**src/hdl/cif_pkg.sv**
```systemverilog
// Purpose: Constants and types for the charger event flag register
// Assumes: Register port reads one byte per strobe on core_clk
// Notes:   Status inputs come from the analog charger, outside core_clk
`default_nettype none
package cif_pkg;
  // Register offsets
  localparam logic [7:0] CIF_OFS_EVENT  = 8'h01;  // Event flags, read clears
  localparam logic [7:0] CIF_OFS_STAT_A = 8'h02;  // Loop and temperature status
  localparam logic [7:0] CIF_OFS_STAT_B = 8'h03;  // Details status
  // Reset values
  localparam logic [7:0] CIF_EVENT_RST  = 8'h00;  // Flags after reset
  // Flag positions
  localparam int CIF_BIT_RSVD   = 7;  // Reserved, reads zero
  localparam int CIF_BIT_CVFORC = 6;  // Forced charge voltage change
  localparam int CIF_BIT_SYSMIN = 5;  // System minimum loop
  localparam int CIF_BIT_INLOOP = 4;  // Input voltage/current loop
  localparam int CIF_BIT_DIETMP = 3;  // Die temperature regulation
  localparam int CIF_BIT_INDET  = 2;  // Input details
  localparam int CIF_BIT_CHGDET = 1;  // Charger state details
  localparam int CIF_BIT_BATTMP = 0;  // Battery temperature details
  // Input details code under which battery temperature is meaningful
  localparam logic [1:0] CIF_INDET_VALID = 2'h3;
  // Battery temperature codes
  localparam logic [2:0] CIF_THM_OFF    = 3'h0;  // Thermistor off
  localparam logic [2:0] CIF_THM_COLD   = 3'h1;  // Cold
  localparam logic [2:0] CIF_THM_COOL   = 3'h2;  // Cool
  localparam logic [2:0] CIF_THM_WARM   = 3'h3;  // Warm
  localparam logic [2:0] CIF_THM_HOT    = 3'h4;  // Hot
  localparam logic [2:0] CIF_THM_NORMAL = 3'h5;  // Normal region
  // Charger status bundle, all levels
  typedef struct packed {
    logic       input_vmin_loop_status;  // Input minimum voltage loop
    logic       input_ilim_loop_status;  // Input current limit loop
    logic       sysv_min_loop_status;    // System minimum voltage loop
    logic       die_temp_reg_status;     // Die temperature loop
    logic [2:0] battery_temp_field;      // Battery temperature details
    logic [3:0] charger_state_field;     // Charger state details
    logic [1:0] input_details_field;     // Input details
  } cif_stat_t;
  localparam cif_stat_t CIF_STAT_RST = '0;  // Status after reset
endpackage : cif_pkg
`default_nettype wire

```
**src/hdl/cif_charger_flags.sv**
```systemverilog
// Purpose: Charger event flag register with read-to-clear
// Assumes: rd_en is a one-cycle strobe from logic on core_clk
// Notes:   Read data appears one cycle after the strobe
`default_nettype none
module cif_charger_flags
  import cif_pkg::*;
(
  input  wire logic       core_clk,           // 50 MHz core clock
  input  wire logic       rst_n,              // Async reset, active low
  input  wire cif_stat_t  stat_in,            // Charger status, async
  input  wire logic       cv_forced_pulse,    // Forced voltage change
  input  wire logic       rd_en,              // Register read strobe
  input  wire logic [7:0] rd_addr,            // Register offset
  output logic      [7:0] rd_data,            // Read data, registered
  output logic            battery_temp_valid  // Temperature field valid
);

  cif_stat_t  stat_m_q;   // First synchroniser stage
  cif_stat_t  stat_s_q;   // Second synchroniser stage
  cif_stat_t  stat_p_q;   // Previous synchronised status
  logic [7:0] flags_q;    // Event flags
  logic [7:0] flags_d;    // Next event flags
  logic [7:0] events;     // Events seen this cycle
  logic [7:0] rd_data_d;  // Next read data
  logic       rd_event;   // Read of the event register

  // Bring status into core_clk and keep last value for change detect
  always_ff @(posedge core_clk or negedge rst_n)
  begin
    if (!rst_n)
    begin
      stat_m_q <= CIF_STAT_RST;
      stat_s_q <= CIF_STAT_RST;
      stat_p_q <= CIF_STAT_RST;
    end
    else
    begin
      stat_m_q <= stat_in;
      stat_s_q <= stat_m_q;
      stat_p_q <= stat_s_q;
    end
  end

  // Change events per flag
  always_comb
  begin
    events                 = '0;
    events[CIF_BIT_CVFORC] = cv_forced_pulse;
    events[CIF_BIT_SYSMIN] = stat_s_q.sysv_min_loop_status
                           ^ stat_p_q.sysv_min_loop_status;
    events[CIF_BIT_INLOOP] = (stat_s_q.input_vmin_loop_status
                           ^ stat_p_q.input_vmin_loop_status)
                           | (stat_s_q.input_ilim_loop_status
                           ^ stat_p_q.input_ilim_loop_status);
    events[CIF_BIT_DIETMP] = stat_s_q.die_temp_reg_status
                           ^ stat_p_q.die_temp_reg_status;
    events[CIF_BIT_INDET]  = stat_s_q.input_details_field
                           != stat_p_q.input_details_field;
    events[CIF_BIT_CHGDET] = stat_s_q.charger_state_field
                           != stat_p_q.charger_state_field;
    events[CIF_BIT_BATTMP] = stat_s_q.battery_temp_field
                           != stat_p_q.battery_temp_field;
  end

  assign rd_event = rd_en && (rd_addr == CIF_OFS_EVENT);

  // Sticky flags; a read clears, but a new event wins over the clear
  always_comb
  begin
    flags_d = (rd_event ? CIF_EVENT_RST : flags_q) | events;
    flags_d[CIF_BIT_RSVD] = 1'b0;
  end

  // Flag register
  always_ff @(posedge core_clk or negedge rst_n)
  begin
    if (!rst_n)
      flags_q <= CIF_EVENT_RST;
    else
      flags_q <= flags_d;
  end

  // Read multiplexer; unmapped offsets read zero
  always_comb
  begin
    rd_data_d = rd_data;
    if (rd_en)
    begin
      unique case (rd_addr)
        CIF_OFS_EVENT:  rd_data_d = flags_q;
        CIF_OFS_STAT_A: rd_data_d = {1'b0,
                                     stat_s_q.input_vmin_loop_status,
                                     stat_s_q.input_ilim_loop_status,
                                     stat_s_q.sysv_min_loop_status,
                                     stat_s_q.die_temp_reg_status,
                                     stat_s_q.battery_temp_field};
        CIF_OFS_STAT_B: rd_data_d = {stat_s_q.charger_state_field,
                                     stat_s_q.input_details_field,
                                     2'h0};
        default:        rd_data_d = 8'h00;
      endcase
    end
  end

  // Read data register
  always_ff @(posedge core_clk or negedge rst_n)
  begin
    if (!rst_n)
      rd_data <= 8'h00;
    else
      rd_data <= rd_data_d;
  end

  // Temperature field is meaningful only with input details valid;
  // registered so the output comes straight from a flip-flop
  always_ff @(posedge core_clk or negedge rst_n)
  begin
    if (!rst_n)
      battery_temp_valid <= 1'b0;  // Status is idle in reset
    else
      battery_temp_valid <=
        (stat_s_q.input_details_field == CIF_INDET_VALID);
  end
endmodule : cif_charger_flags
`default_nettype wire

```
**config.mk**
```make
export PLATFORM = sky130hd
export DESIGN_NAME = cif_charger_flags
export DESIGN_NICKNAME = d
export VERILOG_FILES = /design/src/hdl/cif_pkg.sv /design/src/hdl/cif_charger_flags.sv
export SDC_FILE = /design/constraint.sdc
export NUM_CORES = 1
export LEC_CHECK = 0
export ABC_AREA = 0
export BUFFER_PORTS_ARGS = -buffer_cell sky130_fd_sc_hd__buf_4
export CORE_UTILIZATION = 57
export DETAILED_ROUTE_END_ITERATION = 7
export GPL_ROUTABILITY_DRIVEN = 0
export PLACE_DENSITY = 0.92
export SYNTH_ARGS = -nofsm -noshare
export SYNTH_HDL_FRONTEND = slang
export SYNTH_SLANG_ARGS = --single-unit
```
**constraint.sdc**
```tcl
create_clock -name core_clk -period 1.8 [get_ports core_clk]
set_clock_uncertainty 0.15 [all_clocks]
set_input_delay 0 -clock core_clk [delete_from_list [all_inputs] [get_ports core_clk]]
set_output_delay 0 -clock core_clk [all_outputs]
set_load 0.02 [all_outputs]
```
==> reports/results.ini <==
[status]
status=finished with violations
violations=hold timing

[drt]
drc=0
first_iter_violations=70
ant_nets=0
vias=1212
drtPass1Iterations=4
wl_per_cell_um=17.49
wl_um=3900
routed_via_density=5.435

[synth]
synth-main-ff-cell=dfrtp_1
ys_types=21
synth-seq-area-share_pct=74.37
synth_area_mm2=0.001851
yosysWarnings=0
ys_async_sr_fraction_pct=100.0
synth_edf_count=0
syn_nets=137
synth.ff_latch_count=55
synth.avg_cell_area_um2=16.52
syn_inst=112

[worst_setup_path]
cp-start-kind=input port
endpoint_kind=flip-flop
critPathRequiredTime_ns=1.91
cp_max_fo=3
reg2reg_from=stat_s_q[3]
cp.arrival_ns=1.88
cp-startpoint=rd_addr[5]
critPathKind=in2reg

[final_layout]
design_area_mm2=0.002504
area_growth_pct=35.29
drive_above_1_share_pct=30.73
final_net_count=204
layout_common_cells=dfrtp_1, buf_4, dlygate4sd3_1
final_common_cell=dfrtp_1
antenna_cells=0

[power]
power_density_mw_per_mm2=807.8
p_leak_nw=1.076
finalPower_mw=2.022
peakVddDrop_v=0.0006525

[floorplan]
dieWidth_um=58.98
die_y_um=58.98
row_count=20
io_pins=34
die_area_mm2=0.003479
initial_utilization_pct=60.12
core_mm2=0.003078

[placed_design]
dp_hpwl_um=2169
pre_cts_slack_ns=0.3999
place_area_mm2=0.002140
port-buffer-count=33

[global_route]
grt_max_degree=56
gr-total-overflow=0
grt_util_all_layers_pct=25.89
antenna_found_initial=0
grt_pass1_vias=1240
grt_pass1_wl_um=6127

[clock_network]
root_buffer=clkbuf_4
cts_made_buffers=5
cts_max_level=2
insertion_delay_ns=0.37
clk_pin_slew_ns=0.14
clockBufferDepth=2
cts_tree=yes
cts.sinks=55

[flow_run]
maxCapViolCount=0

[hold_path]
hold_path.class=in2reg
min_from=rd_addr[2]

[timing]
maxSlewHeadroom_pct=56.61
min_period_over_period_pct=98.20
slew_viol_final=0
setup_viol=0
holdWs_ns=-0.09088
fmax_mhz=565.7
worst_slew_pin_slew_ns=0.6509
min_period_ns=1.768
hold_viol=3
setup_slack_ns=0.03237

-- through the flow --
| stage | util, % | instances | TNS [ns] |
|---|---|---|---|
| 2_1_floorplan | - | 112 | 0 |
| 3_3_place_gp | 69.51 | 186 | 0 |
| 3_5_place_dp | 69.51 | 186 | 0 |
| 4_1_cts | 80.45 | 221 | 0 |
| 5_1_grt | 81.34 | 223 | -0.001965 |
| 6_report | 81.34 | 223 | 0 |
-- flip-flops by register name (all words and copies together) (netlist names) --
name,flops
flags_q,7
battery_temp_valid,1
rd_data,8
stat_s_q,13
stat_p_q,13
stat_m_q,13
-- kinds of logic (layout without fill, tap and decap cells) --
| kind of cell | Yosys count | in the layout | share of synthesized area (%) |
|---|---|---|---|
| DFF | 55 | 55 | 74.37 |
| AOI/OAI and AO/OA | 22 | 22 | 9.939 |
| xor gates and xnor gates | 13 | 13 | 6.153 |
| and+or+nand+nor | 13 | 13 | 5.544 |
| muxes | 5 | 5 | 3.042 |
| buffers and inverters | 4 | 71 | 0.9462 |
-- path summary, 6_finish.rpt --
kind / slack (ns) / cells after the start / end
max in group asynchronous: 1.03 / 2 / stat_s_q[7]
worst min-delay path: -0.09 / 4 / flags_q[2]
min in group asynchronous: 0.04 / 2 / stat_p_q[0]
worst min register to register: 0.22 / 0 / stat_s_q[4]
worst max-delay path: 0.03 / 6 / rd_data[1]
worst max register to register: 0.03 / 4 / flags_q[1]
-- routing by layer --
metal | wire length [um] | vias to the layer above | GRT usage (%)
li1 | - | 529 | -
met1 | 1555 | 601 | 31.14
met2 | 1991 | 64 | 42.69
met3 | 220 | 18 | 6.114
met4 | 132 | 0 | 15.65
met5 | 0 | - | 0
-- power breakdown --
part,leakage (nW),total (mW),switching [mW],internal (mW)
Clock,0.0341,0.526,0.344,0.182
Sequential,0.640,1.31,0.0282,1.28
Combinational,0.402,0.186,0.0850,0.101
-- cell usage after synthesis, types with 2 or more instances --
| library cell | count | area share, % |
|---|---|---|
| mux2_2 | 5 | 3.0 |
| xnor2_1 | 4 | 1.9 |
| dfrtp_1 | 55 | 74 |
| a22oi_1 | 7 | 2.8 |
| xor2_1 | 9 | 4.3 |
| a21o_2 | 4 | 1.9 |
| a211o_1 | 2 | 0.95 |
| nor2b_1 | 3 | 1.0 |
| buf_2 | 2 | 0.54 |
| o2bb2ai_1 | 6 | 2.8 |
| o31ai_1 | 2 | 0.81 |
| nand4_1 | 2 | 0.68 |
| nand2_1 | 3 | 0.61 |
-- critical path, stage by stage --
cell and delay (ns):
dlygate4sd3_1 0.57, buf_4 0.16, nor2_4 0.15, nand2_1 0.07, dlygate4sd3_1 0.61, o31ai_1 0.32
-- layout make-up --
cell class	count	area, um2
Clock buffer	6	51.30
Clock inverter	1	5.005
Fill cell	149	574.3
Inverter	1	3.754
Multi-Input combinational cell	53	469.2
Sequential cell	55	1376
Tap cell	44	55.05
Timing Repair Buffer	63	543.0
-- what timing repair did --
action | CTS | global route
buffers inserted | 0 | 2
hold endpoints to repair | 83 | 4
endpoints found under the setup margin | 0 | 5
resized for setup | 0 | 3
hold buffers | 28 | 1
No activity file was read; power rests on OpenSTA's default activity.
